### src/pkg/mtw_pkg.sv
// package for the multiply and table-write execution datapath
`default_nettype none
package mtw_pkg;
  // ==========================================================
  // widths and field positions
  localparam int unsigned DATA_W    = 8;
  localparam int unsigned PROD_W    = 16;
  localparam int unsigned PTR_W     = 22;
  localparam int unsigned HOLD_N    = 8;
  localparam int unsigned HOLD_SEL_W = 3;
  localparam int unsigned BYTE_SEL_BIT = 0;
  // ==========================================================
  // reset values
  localparam logic [PROD_W-1:0] PROD_RST = 16'h0000;
  localparam logic [PTR_W-1:0]  PTR_RST  = 22'h00_0000;
  localparam logic [DATA_W-1:0] HOLD_RST = 8'h00;
  localparam logic [DATA_W-1:0] BYTE_RST = 8'h00;
  // ==========================================================
  // pointer update codes carried in the two low opcode bits
  typedef enum logic [1:0] {
    MTW_UPD_NONE     = 2'h0,
    MTW_UPD_POST_INC = 2'h1,
    MTW_UPD_POST_DEC = 2'h2,
    MTW_UPD_PRE_INC  = 2'h3
  } mtw_upd_t;
  // ==========================================================
  // cycle counts
  localparam int unsigned MUL_CYCLES = 1;
  localparam int unsigned TABLE_WRITE_OP_CYCLES = 2;
endpackage : mtw_pkg
`default_nettype wire

### src/verilog/mtw_exec.sv
// execution datapath for literal multiply, register multiply and table write
`default_nettype none
module mtw_exec (
  // clock and reset
  input  wire logic                           core_clk,
  input  wire logic                           rst_b,
  // instruction issue from decoder
  input  wire logic                           multiply_literal_op,
  input  wire logic                           multiply_register_op,
  input  wire logic                           table_write_op,
  input  wire logic [mtw_pkg::DATA_W-1:0]     literal_k,
  input  wire logic [1:0]                     pointer_update_field,
  input  wire logic                           access_sel,
  input  wire logic [mtw_pkg::DATA_W-1:0]     file_addr,
  // register file side
  input  wire logic [mtw_pkg::DATA_W-1:0]     wreg,
  input  wire logic [mtw_pkg::DATA_W-1:0]     file_data,
  input  wire logic [mtw_pkg::DATA_W-1:0]     table_latch,
  input  wire logic                           ptr_load,
  input  wire logic [mtw_pkg::PTR_W-1:0]      ptr_load_val,
  // file register read request
  output logic                                file_rd_banked,
  output logic      [mtw_pkg::DATA_W-1:0]     file_rd_addr,
  // results
  output logic      [mtw_pkg::DATA_W-1:0]     product_high,
  output logic      [mtw_pkg::DATA_W-1:0]     product_low,
  output logic      [mtw_pkg::PTR_W-1:0]      table_pointer,
  output logic      [mtw_pkg::HOLD_N*mtw_pkg::DATA_W-1:0] hold_regs,
  output logic      [mtw_pkg::DATA_W-1:0]     word_lsb_q,
  output logic      [mtw_pkg::DATA_W-1:0]     word_msb_q,
  output logic                                busy,
  output logic                                done
);
  import mtw_pkg::*;

  logic [PROD_W-1:0]  mul_p;
  logic [DATA_W-1:0]  mul_b;
  logic [PROD_W-1:0]  prod_q;
  logic [PTR_W-1:0]   ptr_q;
  logic [PTR_W-1:0]   wr_addr;
  logic [DATA_W-1:0]  hold_q [HOLD_N];
  logic               tw_q;
  logic [PTR_W-1:0]   tw_addr_q;
  logic [DATA_W-1:0]  tw_data_q;
  logic               done_q;
  logic               rd_bank_q;
  logic [DATA_W-1:0]  rd_addr_q;
  mtw_upd_t           upd;
  logic               mul_go;
  logic               tw_go;

  // ==========================================================
  // next pointer for one update code; pre- and post-increment
  // both end one higher, they differ only in the write address
  function automatic logic [PTR_W-1:0] step_ptr(input mtw_upd_t code, input logic [PTR_W-1:0] ptr);
    unique case (code)
      MTW_UPD_NONE:     step_ptr = ptr;
      MTW_UPD_POST_INC: step_ptr = ptr + PTR_W'(1);
      MTW_UPD_POST_DEC: step_ptr = ptr - PTR_W'(1);
      MTW_UPD_PRE_INC:  step_ptr = ptr + PTR_W'(1);
    endcase
  endfunction : step_ptr

  // ==========================================================
  // issue decode shared by several processes
  // a table write is only taken while the previous one is idle
  always_comb begin
    mul_go = multiply_literal_op || multiply_register_op;
    tw_go  = table_write_op && !tw_q;
  end

  // ==========================================================
  // multiplier operand select
  // literal wins the operand if the decoder raises both strobes
  // literal operand select
  always_comb begin
    mul_b = multiply_literal_op ? literal_k : file_data;
  end

  mtw_mult u_mult (
    .a (wreg),
    .b (mul_b),
    .p (mul_p)
  );

  // ==========================================================
  // product pair; wreg and file data are only read, never written
  // no flags, accumulator untouched
  always_ff @(posedge core_clk or negedge rst_b) begin
    if (!rst_b) begin
      prod_q <= PROD_RST;
    end else if (mul_go) begin
      prod_q <= mul_p;
    end
  end

  // ==========================================================
  // file register address, registered for the read port
  // limitation: the request appears one cycle after issue
  // access bit picks bank
  always_ff @(posedge core_clk or negedge rst_b) begin
    if (!rst_b) begin
      rd_bank_q <= 1'b0;
      rd_addr_q <= BYTE_RST;
    end else begin
      rd_bank_q <= access_sel;
      rd_addr_q <= file_addr;
    end
  end

  // ==========================================================
  // write address: pre-increment applies before the write
  always_comb begin
    upd = mtw_upd_t'(pointer_update_field);
    wr_addr = (upd == MTW_UPD_PRE_INC) ? step_ptr(upd, ptr_q) : ptr_q;
  end

  // ==========================================================
  // table pointer update
  // pointer update modes
  always_ff @(posedge core_clk or negedge rst_b) begin
    if (!rst_b) begin
      ptr_q <= PTR_RST;
    end else if (ptr_load && !tw_q) begin
      // a load in the busy cycle is dropped so the pointer keeps its stepped value
      ptr_q <= ptr_load_val;
    end else if (tw_go) begin
      ptr_q <= step_ptr(upd, ptr_q);
    end
  end

  // ==========================================================
  // two-cycle table write: capture latch, then write holding reg
  // the latch byte is captured on issue, so the decoder may move on
  // table write takes two cycles
  always_ff @(posedge core_clk or negedge rst_b) begin
    if (!rst_b) begin
      tw_q      <= 1'b0;
      tw_addr_q <= PTR_RST;
      tw_data_q <= BYTE_RST;
    end else if (tw_go) begin
      tw_q      <= 1'b1;
      tw_addr_q <= wr_addr;
      tw_data_q <= table_latch;
    end else begin
      tw_q      <= 1'b0;
    end
  end

  // ==========================================================
  // holding registers, one per pointer low-bit value
  // only reset clears them; they are shown flat on hold_regs
  generate
    for (genvar i = 0; i < HOLD_N; i++) begin : g_hold
      always_ff @(posedge core_clk or negedge rst_b) begin
        if (!rst_b) begin
          hold_q[i] <= HOLD_RST;
        end else if (tw_q && tw_addr_q[HOLD_SEL_W-1:0] == HOLD_SEL_W'(i)) begin
          hold_q[i] <= tw_data_q;
        end
      end
    end
  endgenerate

  // ==========================================================
  // byte lane view of the last written word
  // only the newest byte per lane is kept, older ones live in hold_regs
  // pointer bit zero selects byte
  always_ff @(posedge core_clk or negedge rst_b) begin
    if (!rst_b) begin
      word_lsb_q <= BYTE_RST;
      word_msb_q <= BYTE_RST;
    end else if (tw_q) begin
      if (tw_addr_q[BYTE_SEL_BIT]) begin
        word_msb_q <= tw_data_q;
      end else begin
        word_lsb_q <= tw_data_q;
      end
    end
  end

  // ==========================================================
  // completion pulse: multiply same edge, table write second edge
  always_ff @(posedge core_clk or negedge rst_b) begin
    if (!rst_b) begin
      done_q <= 1'b0;
    end else begin
      // done marks the cycle in which the results are valid
      done_q <= mul_go || tw_q;
    end
  end

  // ==========================================================
  // outputs straight from flip-flops
  always_comb begin
    product_high   = prod_q[PROD_W-1:DATA_W];
    product_low    = prod_q[DATA_W-1:0];
    table_pointer  = ptr_q;
    busy           = tw_q;
    done           = done_q;
    file_rd_banked = rd_bank_q;
    file_rd_addr   = rd_addr_q;
    // flat view, holding register j in byte lane j
    for (int j = 0; j < HOLD_N; j++) begin
      hold_regs[j*DATA_W +: DATA_W] = hold_q[j];
    end
  end
endmodule : mtw_exec
`default_nettype wire

### src/verilog/mtw_mult.sv
// unsigned 8x8 multiplier core, combinational
`default_nettype none
module mtw_mult (
  // operands
  input  wire logic [mtw_pkg::DATA_W-1:0] a,
  input  wire logic [mtw_pkg::DATA_W-1:0] b,
  // product
  output logic      [mtw_pkg::PROD_W-1:0] p
);
  import mtw_pkg::*;
  // ==========================================================
  // product always fits in sixteen bits, nothing to flag
  always_comb begin
    p = PROD_W'(a) * PROD_W'(b);
  end
endmodule : mtw_mult
`default_nettype wire
### config.mk
export PLATFORM = sky130hd
export DESIGN_NAME = mtw_exec
export DESIGN_NICKNAME = d
export VERILOG_FILES = /design/src/pkg/mtw_pkg.sv /design/src/verilog/mtw_exec.sv /design/src/verilog/mtw_mult.sv
export SDC_FILE = /design/constraint.sdc
export NUM_CORES = 1
export LEC_CHECK = 0
export BUFFER_PORTS_ARGS = -buffer_cell sky130_fd_sc_hd__buf_2
export CAP_MARGIN = 20
export CORE_MARGIN = 1
export CORE_UTILIZATION = 59
export DETAILED_ROUTE_END_ITERATION = 12
export PLACE_DENSITY = 0.95
export SETUP_SLACK_MARGIN = 0.4
export SLEW_MARGIN = 20
export SYNTH_ARGS = -nofsm -noshare
export SYNTH_HDL_FRONTEND = slang
export SYNTH_SLANG_ARGS = --single-unit
export TNS_END_PERCENT = 50
### constraint.sdc
create_clock -name core_clk -period 4.44 [get_ports core_clk]
set_input_delay 0.666 -clock core_clk [delete_from_list [all_inputs] [get_ports core_clk]]
set_output_delay 0.666 -clock core_clk [all_outputs]
set_load 0.05 [all_outputs]
==> results by group, run 1 <==
CTS
  • Hold buffers post-CTS: 0
  • Bufs on Longest Clock Path: 2
  • Sink Count: 140
  • CTS H-Tree Depth: 4
  • Clock transition at path regs: 0.06 ns
  • Total clock buffers created by CTS: 17
  • Worst-skew pair later-pin latency: 0.42 ns
  • CTS tree: yes
  • Root buffer cell: sky130_fd_sc_hd__clkbuf_16

Detailed routing
  • DRC violation count after routing: 0
  • Post-route ant nets: 0
  • Via/cell ratio: 5.69
  • Iter 0 DRT Violations: 574
  • Overall routed net length: 21.6 mm
  • Overall via count from detail_route: 6708
  • First-pass iteration count of the detailed router: 6
  • Average detailed-routed wire length per instance: roughly 18 um

Die
  • Starting Density: around 60%
  • Total number of placement rows: 42
  • Placeable Area: 13500 sq um
  • Number of I/O pins: 200
  • Die Outline Area: between 10000 and 15000 sq um
  • Die H: 120 um
  • Die width: 120 um

Synthesis
  • Mean instance size in the synthesized netlist: 10.9 sq um
  • Post-Syn Area: 8250 sq um
  • Synth warnings: 0
  • Count of cell types in the netlist: a little under 60
  • Post-synth top flop: sky130_fd_sc_hd__dfrtp_1
  • Number of enable flip-flop cells after synthesis: 0
  • Cell accounting for the most synthesized area: sky130_fd_sc_hd__dfrtp_1
  • Total of flip-flops plus latches after synthesis: 140
  • Post-synth top area share: 42.5%
  • Top cells by count, synth: sky130_fd_sc_hd__dfrtp_1, sky130_fd_sc_hd__mux2_2, sky130_fd_sc_hd__inv_1, sky130_fd_sc_hd__nor2_1, sky130_fd_sc_hd__nand2_1
  • Synth top area cells: sky130_fd_sc_hd__dfrtp_1, sky130_fd_sc_hd__mux2_2, sky130_fd_sc_hd__fa_1
  • Mapped Nets: 901
  • Proportion of synthesized chip area in sequential cells: between 40% and 50%
  • Async SR Flop Fraction: 100%
  • Library cell with the highest instance count after synthesis: sky130_fd_sc_hd__dfrtp_1
  • Synthesized netlist cell count: 756

Min path
  • Hold EP: file_rd_addr[4]
  • Hold Crit Class: in2reg
  • Worst Hold Path Cells: 1
  • Hold Startpoint: file_addr[4]

Power and ir drop
  • Power Internal: 4.04 mW
  • Part of the power in combinational logic: 55.1%
  • Switching portion of total power: 48.4%
  • Final Power: around 7.8 mW
  • Psw: between 3 and 4 mW
  • Static leakage: approximately 5 nW
  • Peak supply drop: 0.669 mV
  • Ratio of total power to cell area: 743 nW/um^2
  • Share of total power in sequential cells: around 27%
  • Clock group share of total power: 17.7%

Layout
  • Number of nets at the end of the flow: 1134
  • Post-layout instance area: 10600 sq um
  • Share of post-route cells with drive strength above 1: 42.3%
  • Post-layout util: 78.5%
  • Synthesis-to-layout area growth: 28.0%

Critical path
  • Arrival time of the worst setup path: 4.54 ns
  • Launch point of the worst reg-to-reg path: table_pointer[0]
  • Type of the worst setup path: in2reg
  • Reg2Reg Depth: 7
  • Crit start category: primary input
  • Reg-to-reg setup timing slack: ~1.9 ns
  • Worst-path maximum fanout: 8
  • Critical register-to-register path endpoint: table_pointer[20]
  • Kind of end point of the critical path: flop
  • Required time of the critical path: 4.73 ns

Timing
  • Number of failing hold endpoints at the final stage: 0
  • Period utilisation layout: 95.8%
  • Upper clock frequency limit: 235 MHz
  • RSZ-0062 raised after global routing: yes
  • Worst Skew: 0.0116 ns
  • Number of failing setup endpoints in the final timing report: 0
  • Setup TNS: 0 ns
  • Clock period minus worst slack: 4.25 ns
  • Transition at the pin with the smallest max-transition slack: 0.919 ns
  • Max-slew violations: 0
  • Max transition margin: between 30% and 40%

Outcome
  • Status: finished clean

Placement
  • Area after DPL: approximately 10000 sq um
  • HPWL after detailed placement: ~16 mm
  • Weighted congestion reported at the end of routability-driven placement: 0.913
  • Port Buf Inserts: 199

GRT
  • Maximum number of pins on one net before global-route repair: about 120
  • Overall fraction of global-route tracks in use: 31.5%
  • Overflow after GRT: 0
  • Antenna violations before repair: 2
  • Vias in the first global route: 6801
  • Global-route wire length before repair: around 35 mm

Job
  • Max-cap violations: 0
## cells in the final DEF (no fill, tap or decap), types with 4 or more instances in the layout
cell type                   synthesis  final
sky130_fd_sc_hd__a21o_1             4      4
sky130_fd_sc_hd__a21oi_1           27     23
sky130_fd_sc_hd__a221o_1            4      4
sky130_fd_sc_hd__a22oi_1            4      4
sky130_fd_sc_hd__and2_1            12      9
sky130_fd_sc_hd__and3_1             5      5
sky130_fd_sc_hd__buf_2              4    197
sky130_fd_sc_hd__buf_4              0     46
sky130_fd_sc_hd__clkbuf_16          0     17
sky130_fd_sc_hd__clkinv_4           0      4
sky130_fd_sc_hd__dfrtp_1          140    140
sky130_fd_sc_hd__fa_1              36     34
sky130_fd_sc_hd__ha_1              38     34
sky130_fd_sc_hd__ha_4               0      4
sky130_fd_sc_hd__inv_1             59     55
sky130_fd_sc_hd__inv_2              0      4
sky130_fd_sc_hd__inv_6              0      4
sky130_fd_sc_hd__mux2_2            96     93
sky130_fd_sc_hd__mux2i_1           11      8
sky130_fd_sc_hd__nand2_1           45     42
sky130_fd_sc_hd__nand3_1           11     10
sky130_fd_sc_hd__nand4_1            9      9
sky130_fd_sc_hd__nor2_1            47     46
sky130_fd_sc_hd__nor2b_1           42     37
sky130_fd_sc_hd__nor2b_2            0      4
sky130_fd_sc_hd__nor3_1            13     12
sky130_fd_sc_hd__o21ai_0           28     21
sky130_fd_sc_hd__o21ai_1            2      7
sky130_fd_sc_hd__or3_1              8      6
sky130_fd_sc_hd__xnor2_1           16     15
sky130_fd_sc_hd__xor2_1             6      6
## critical path: stages
cell,delay [ns]
sky130_fd_sc_hd__buf_12,0.12
sky130_fd_sc_hd__mux2i_4,0.32
sky130_fd_sc_hd__nand2b_4,0.19
sky130_fd_sc_hd__fa_1,0.42
sky130_fd_sc_hd__fa_1,0.49
sky130_fd_sc_hd__inv_1,0.05
sky130_fd_sc_hd__fa_1,0.48
sky130_fd_sc_hd__inv_1,0.05
sky130_fd_sc_hd__fa_1,0.49
sky130_fd_sc_hd__inv_2,0.05
sky130_fd_sc_hd__ha_4,0.22
sky130_fd_sc_hd__nor2b_4,0.13
sky130_fd_sc_hd__or3_4,0.39
sky130_fd_sc_hd__a21oi_4,0.16
sky130_fd_sc_hd__mux2i_1,0.21
sky130_fd_sc_hd__a31oi_1,0.09
## sequential cells by signal (all words and copies together), names as in the netlist
signal and count:
hold_regs 64, table_pointer 22, prod_q 16, file_rd_addr 8, tw_data_q 8, word_lsb_q 8, word_msb_q 8, tw_addr_q 3
busy 1, done 1, file_rd_banked 1
## power groups by stage
stage	clock (mW)	combinational [mW]	sequential (mW)
floorplan	0	1.52	3.61
global placement	0	4.04	2.09
detailed placement	0	4.14	2.13
CTS	1.40	4.22	2.13
global route	1.46	4.60	2.18
finish	1.38	4.32	2.13
## stage by stage
stage               std cells  setup slack (ns)  hold slack [ns]
floorplan                 756           -0.0867            0.370
global placement         1137            -0.378            0.461
detailed placement       1137            -0.498            0.462
CTS                      1178             0.253            0.344
global route             1178            0.0525            0.334
finish                   1179             0.185            0.357
## cell families (layout without fill, tap and decap cells)
logic type               count (synthesis)  after routing  synth area share, %
XOR/XNOR                                22             22                 2.34
AND/OR/NAND/NOR                        223            223                 14.4
multiplexers                           107            107                 14.4
adder cells (fa/ha/maj)                 74             74                 14.5
AO/OA/AOI/OAI                           98             98                 7.45
flip-flops                             140            140                 42.5
buffers and inverters                   92            338                 4.34
other                                    0              1                    0
## per-layer routing
layer | up-vias | wire length (um) | GRT usage (%)
li1 | 3065 | - | -
met1 | 3312 | 9050 | 41.8
met2 | 283 | 10600 | 52.4
met3 | 46 | 1370 | 6.37
met4 | 2 | 482 | 9.88
met5 | - | 9 | 0
## layout make-up
class	count	area, sq um
Multi-Input combinational cell	524	4630
Sequential cell	140	3500
Fill cell	838	2900
Timing Repair Buffer	247	1390
Clock buffer	20	457
Inverter	59	221
Tap cell	176	220
Clock inverter	12	129
Antenna cell	1	2.50
## what timing repair did
item / CTS / global route
setup buffers: 9 / 0
setup endpoints to repair: 9 / 9
pin swaps: 9 / 1
endpoints found under the hold margin: 0 / 0
gates resized for setup: 12 / 9
## how the worst max path moves through the flow
stage | start | cells past startpoint | end
after detailed placement | multiply_literal_op | 16 | prod_q[12]
after global placement | multiply_literal_op | 16 | prod_q[12]
after global routing | multiply_literal_op | 16 | prod_q[12]
final | multiply_literal_op | 16 | prod_q[12]
after floorplan | multiply_literal_op | 16 | prod_q[12]
after CTS | multiply_literal_op | 18 | prod_q[12]
Power figures use the tool's default switching activity.
==> inputs of run 2 (changes only) <==
--- a/config.mk
+++ b/config.mk
@@ -8,10 +8,11 @@
 export BUFFER_PORTS_ARGS = -buffer_cell sky130_fd_sc_hd__buf_2
 export CAP_MARGIN = 20
 export CORE_MARGIN = 1
-export CORE_UTILIZATION = 59
+export CORE_UTILIZATION = 45
 export DETAILED_ROUTE_END_ITERATION = 12
-export PLACE_DENSITY = 0.95
+export PLACE_DENSITY = 0.79
 export SETUP_SLACK_MARGIN = 0.4
+export SKIP_CTS_REPAIR_TIMING = 1
 export SLEW_MARGIN = 20
 export SYNTH_ARGS = -nofsm -noshare
 export SYNTH_HDL_FRONTEND = slang
==> run 2 against run 1 <==
  * Utilization shrank 19 points
  * Clock power is 12% higher
  * Maximum frequency shrank 0.15%
  * Highest routed layer is now met4
  * Largest cell class unchanged
  * Clock skew fell by 0.0029 ns
==> results by group, run 2 (synthesized netlist as in run 1, its figures left out) <==
GRT
  • Maximum number of pins on one net before global-route repair: 93
  • Antenna violations before repair: 2
  • Overall fraction of global-route tracks in use: 22.8%
  • Overflow after GRT: 0
  • Global-route wire length before repair: 32.9 mm
  • Vias in the first global route: 6443

Detailed routing
  • Post-route ant nets: 0
  • Iter 0 DRT Violations: 389
  • First-pass iteration count of the detailed router: 5
  • Overall routed net length: 20.7 mm
  • DRC violation count after routing: 0
  • Overall via count from detail_route: about 6600
  • Average detailed-routed wire length per instance: ~17 um
  • Via/cell ratio: 5.42

Layout
  • Most common cell after layout, fill and taps aside: sky130_fd_sc_hd__buf_2
  • Share of post-route cells with drive strength above 1: 41.6%
  • ANT cells: 0
  • Most frequent cells in the layout: sky130_fd_sc_hd__buf_2, sky130_fd_sc_hd__dfrtp_1, sky130_fd_sc_hd__mux2_2
  • Max FFs per register: 64
  • Multi-input gate area: between 4000 and 5000 sq um
  • Number of nets at the end of the flow: 1129
  • Synthesis-to-layout area growth: 28.5%
  • Filler Cell Count: roughly 1500
  • Register area: between 3000 and 4000 sq um

Timing
  • Max-slew violations: 0
  • Number of failing hold endpoints at the final stage: 0
  • Worst Skew: 0.00868 ns
  • Number of failing setup endpoints in the final timing report: 0
  • Upper clock frequency limit: 235 MHz
  • Period utilisation layout: between 90% and 100%
  • Max transition margin: about 46%
  • RSZ-0062 raised after global routing: yes
  • Transition at the pin with the smallest max-transition slack: 0.814 ns
  • Clock period minus worst slack: around 4.3 ns
  • Setup TNS: 0 ns

Critical path
  • Kind of end point of the critical path: flop
  • Crit start category: primary input
  • Launch point of the worst reg-to-reg path: busy
  • Critical register-to-register path endpoint: hold_regs[18]
  • Launching element of the worst setup path: multiply_literal_op
  • Required time of the critical path: 4.73 ns
  • Reg2Reg Depth: 3
  • Cell with the largest stage delay on the worst path: sky130_fd_sc_hd__fa_1
  • Slowest cell delay on critical path: 0.50 ns
  • Most common cell on crit path: sky130_fd_sc_hd__fa_1
  • Family with the most delay on the worst path: adder cells
  • Ordered cell list for the critical path: buf_12, mux2i_4, nand2b_4, fa_1, fa_1, inv_1, fa_1, inv_1, fa_1, inv_2, ha_4, nor2b_4, or3_4, a21oi_2, mux2i_1, a31oi_1
  • Sum of buffers and inverters on the critical path: 4
  • Reg-to-reg setup timing slack: 1.88 ns
  • Type of the worst setup path: in2reg
  • Worst-path maximum fanout: 8
  • Arrival time of the worst setup path: 4.55 ns
  • Cell depth of the worst setup path: 16
  • Critical path destination: prod_q[12]

CTS
  • Worst-skew pair later-pin latency: approximately 0.42 ns
  • Bufs on Longest Clock Path: 2
  • Total clock buffers created by CTS: 17
  • Root buffer cell: sky130_fd_sc_hd__clkbuf_16
  • Clock transition at path regs: approximately 0.07 ns
  • Sink Count: 140
  • CTS H-Tree Depth: 4
  • CTS tree: yes

Job
  • Max-cap violations: 0

Die
  • Die Outline Area: 18900 sq um
  • Die width: 137 um
  • Die H: 137 um
  • Starting Density: a little under half
  • Number of I/O pins: 200
  • Total number of placement rows: 49
  • Placeable Area: 18000 sq um

Power and ir drop
  • Peak supply drop: 0.659 mV
  • Ratio of total power to cell area: 739 nW/um^2
  • Share of total power in sequential cells: 26.8%
  • Psw: 3.73 mW
  • Switching portion of total power: 47.6%
  • Power Internal: 4.10 mW
  • Part of the power in combinational logic: ~53%
  • Final Power: 7.83 mW
  • Clock group share of total power: 19.8%
  • Static leakage: 5.05 nW

Outcome
  • Status: finished clean

Placement
  • Port Buf Inserts: 199
  • Weighted congestion reported at the end of routability-driven placement: between 0.9 and 1
  • HPWL after detailed placement: 15.4 mm

Min path
  • Hold Crit Class: in2async
==> run 2: final cells by class <==
cell class / instances / share of cell area, %
clock buffers: 17 / 4.01
clock inverters: 15 / 2.13
inverters: 59 / 2.09
multi-input cells: 524 / 43.4
flip-flops and latches: 140 / 33.1
well taps: 229 / 2.70
repair buffers: 242 / 12.6
==> run 2: metal layers <==
layer	up-vias	share of wire [%]	track usage [%]
met1	3260	45	30.6
met4	0	2.1	8.79
met3	37	6.6	4.56
met5	-	0	0
li1	3081	-	-
met2	265	46	36.2
==> run 2: stage by stage <==
step                instances  cell area, sq um  utilization, %  worst slack, ns  hold slack, ns
floorplan                 756              8450               -          -0.0867           0.370
global placement         1193              9900            55.1           -0.403           0.458
detailed placement       1193              9900            55.1           -0.512           0.476
CTS                      1225             10500            58.7          -0.0806           0.332
global route             1226             10600            59.0           0.0640           0.333
finish                   1226             10600            59.0            0.179           0.291
==> run 2: worst min-delay path by stage <==
stage | start | to | slack [ns] | depth (start not counted)
finish | rst_b | hold_regs[1] | 0.29 | 1
global route | file_addr[1] | file_rd_addr[1] | 0.33 | 1
detailed placement | prod_q[5] | prod_q[5] | 0.48 | 2
global placement | prod_q[5] | prod_q[5] | 0.46 | 2
floorplan | rst_b | busy | 0.37 | 0
CTS | rst_b | hold_regs[1] | 0.33 | 1
==> run 2: power by group through the flow <==
stage          registers (mW)  logic [mW]  clock network (mW)
2_1_floorplan            3.61        1.52                   0
5_1_grt                  2.16        4.50                1.64
3_5_place_dp             2.12        4.12                   0
3_3_place_gp             2.09        4.05                   0
4_1_cts                  2.10        4.15                1.58
6_report                 2.10        4.19                1.55
==> inputs of run 3 (changes only) <==
--- a/config.mk
+++ b/config.mk
@@ -7,10 +7,9 @@
 export LEC_CHECK = 0
 export BUFFER_PORTS_ARGS = -buffer_cell sky130_fd_sc_hd__buf_2
 export CAP_MARGIN = 20
-export CORE_MARGIN = 1
-export CORE_UTILIZATION = 45
+export CORE_UTILIZATION = 50
 export DETAILED_ROUTE_END_ITERATION = 12
-export PLACE_DENSITY = 0.79
+export PLACE_DENSITY = 0.85
 export SETUP_SLACK_MARGIN = 0.4
 export SKIP_CTS_REPAIR_TIMING = 1
 export SLEW_MARGIN = 20
==> run 3 against run 2 <==
  * First-iteration DRC count up 17%
  * Via count down 1.0%
  * Cell count down 0.73%
  * Register-to-register slack better by 0.05 ns
  * Hold slack better by 0.048 ns
  * Highest routed layer unchanged
==> results by group, run 3 (synthesized netlist as in run 1, its figures left out) <==
Outcome
  • Status: finished clean

Critical path
  • Required time of the critical path: 4.72 ns
  • Kind of end point of the critical path: flop
  • Reg-to-reg setup timing slack: 1.93 ns
  • Worst-path maximum fanout: 8
  • Type of the worst setup path: in2reg
  • Crit start category: primary input
  • Arrival time of the worst setup path: roughly 4.6 ns
  • Reg2Reg Depth: 3

Die
  • Placeable Area: roughly 16000 sq um
  • Die width: 130 um
  • Starting Density: 51.5%
  • Die Outline Area: ~17000 sq um
  • Number of I/O pins: 200
  • Die H: 130 um
  • Total number of placement rows: 46

Timing
  • Upper clock frequency limit: about 230 MHz
  • Max-slew violations: 0
  • Setup TNS: 0 ns
  • Clock period minus worst slack: 4.29 ns
  • Number of failing hold endpoints at the final stage: 0
  • Max transition margin: 43.8%
  • Transition at the pin with the smallest max-transition slack: 0.843 ns
  • RSZ-0062 raised after global routing: yes
  • Slack of the critical path: 0.154 ns
  • Number of failing setup endpoints in the final timing report: 0
  • Period utilisation layout: 96.5%
  • Worst Skew: 0.00811 ns

GRT
  • Overall fraction of global-route tracks in use: around 25%
  • Vias in the first global route: ~6400
  • Overflow after GRT: 0
  • Maximum number of pins on one net before global-route repair: 96
  • Antenna violations before repair: 1
  • Global-route wire length before repair: 32.8 mm

Layout
  • Post-layout util: about 66%
  • Most frequent cells in the layout: sky130_fd_sc_hd__buf_2, sky130_fd_sc_hd__dfrtp_1, sky130_fd_sc_hd__mux2_2
  • Synthesis-to-layout area growth: 28.3%
  • Filler Cell Count: ~1200
  • Max FFs per register: 64
  • Most common cell after layout, fill and taps aside: sky130_fd_sc_hd__buf_2
  • Share of post-route cells with drive strength above 1: 41.9%
  • Number of nets at the end of the flow: 1132

Detailed routing
  • Via/cell ratio: 5.40
  • First-pass iteration count of the detailed router: 7
  • Iter 0 DRT Violations: 454
  • Average detailed-routed wire length per instance: 16.9 um
  • Overall routed net length: 20.6 mm
  • DRC violation count after routing: 0
  • Post-route ant nets: 0
  • Overall via count from detail_route: 6576

CTS
  • Sink Count: 140
  • Root buffer cell: sky130_fd_sc_hd__clkbuf_16
  • Clock transition at path regs: 0.07 ns
  • CTS H-Tree Depth: 4
  • CTS tree: yes
  • Bufs on Longest Clock Path: 2
  • Worst-skew pair later-pin latency: 0.41 ns
  • Total clock buffers created by CTS: 17

Power and ir drop
  • Peak supply drop: 0.529 mV
  • Static leakage: 5.06 nW
  • Ratio of total power to cell area: 732 nW/um^2

Placement
  • Port Buf Inserts: 199
  • Weighted congestion reported at the end of routability-driven placement: 0.907
  • HPWL after detailed placement: around 15 mm
  • Worst slack after detailed placement: -0.498 ns

Job
  • Max-cap violations: 0

Min path
  • Hold Crit Class: in2async
## run 3: changes by cell type in the layout (fill, tap and decap cells not counted), moves of 2 or more
cell / delta
sky130_fd_sc_hd__buf_6: +2
sky130_fd_sc_hd__clkinv_8: -2
sky130_fd_sc_hd__inv_6: +2
sky130_fd_sc_hd__nor2b_1: -2
sky130_fd_sc_hd__nor2b_2: +2
## run 3: worst max-delay path, stage by stage
cell                       delay, ns
sky130_fd_sc_hd__buf_12         0.12
sky130_fd_sc_hd__mux2i_4        0.29
sky130_fd_sc_hd__nand2b_4       0.17
sky130_fd_sc_hd__fa_1           0.44
sky130_fd_sc_hd__fa_1           0.55
sky130_fd_sc_hd__inv_1          0.05
sky130_fd_sc_hd__fa_1           0.48
sky130_fd_sc_hd__inv_1          0.05
sky130_fd_sc_hd__fa_1           0.49
sky130_fd_sc_hd__inv_2          0.05
sky130_fd_sc_hd__ha_4           0.21
sky130_fd_sc_hd__nor2b_4        0.13
sky130_fd_sc_hd__or3_4          0.39
sky130_fd_sc_hd__a21oi_2        0.17
sky130_fd_sc_hd__mux2i_1        0.20
sky130_fd_sc_hd__a31oi_1        0.10
## run 3: area by class of cell
class	instances	area (sq um)	share of cell area, %
Clock inverter	15	190	1.80
Antenna cell	1	2.50	0.0237
Clock buffer	17	425	4.02
Tap cell	216	270	2.56
Inverter	59	221	2.09
Sequential cell	140	3500	33.1
Timing Repair Buffer	245	1370	13.0
Multi-Input combinational cell	524	4590	43.4
## run 3: layer usage
layer | global-route usage, % | vias up | part of all wire, %
met5 | 0 | - | 0
met2 | 42.1 | 246 | 49
li1 | - | 3081 | -
met3 | 5.09 | 19 | 6.6
met4 | 6.63 | 0 | 0.94
met1 | 33.3 | 3230 | 44
## run 3: metrics by stage
stage / hold slack (ns) / std cells / cell area [sq um] / power (mW)
2_1_floorplan: 0.370 / 756 / 8450 / 5.12
3_3_place_gp: 0.466 / 1179 / 9870 / 6.11
3_5_place_dp: 0.473 / 1179 / 9870 / 6.22
4_1_cts: 0.339 / 1211 / 10500 / 7.74
5_1_grt: 0.339 / 1216 / 10600 / 8.21
6_report: 0.339 / 1217 / 10600 / 7.75
## run 3: final timing paths
kind | endpoint | start
setup / recovery | prod_q[12] | multiply_literal_op
min in group core_clk | file_rd_banked | access_sel
hold reg to reg | prod_q[0] | prod_q[0]
hold / removal | hold_regs[20] | rst_b
max in group asynchronous | table_pointer[16] | rst_b
setup reg to reg | hold_regs[23] | busy
## run 3: where the power goes
group,switching (mW),leakage (nW),internal (mW)
combinational,2.76,3.10,1.40
clock,0.617,0.301,0.860
sequential,0.361,1.66,1.75
total,3.74,5.06,4.01
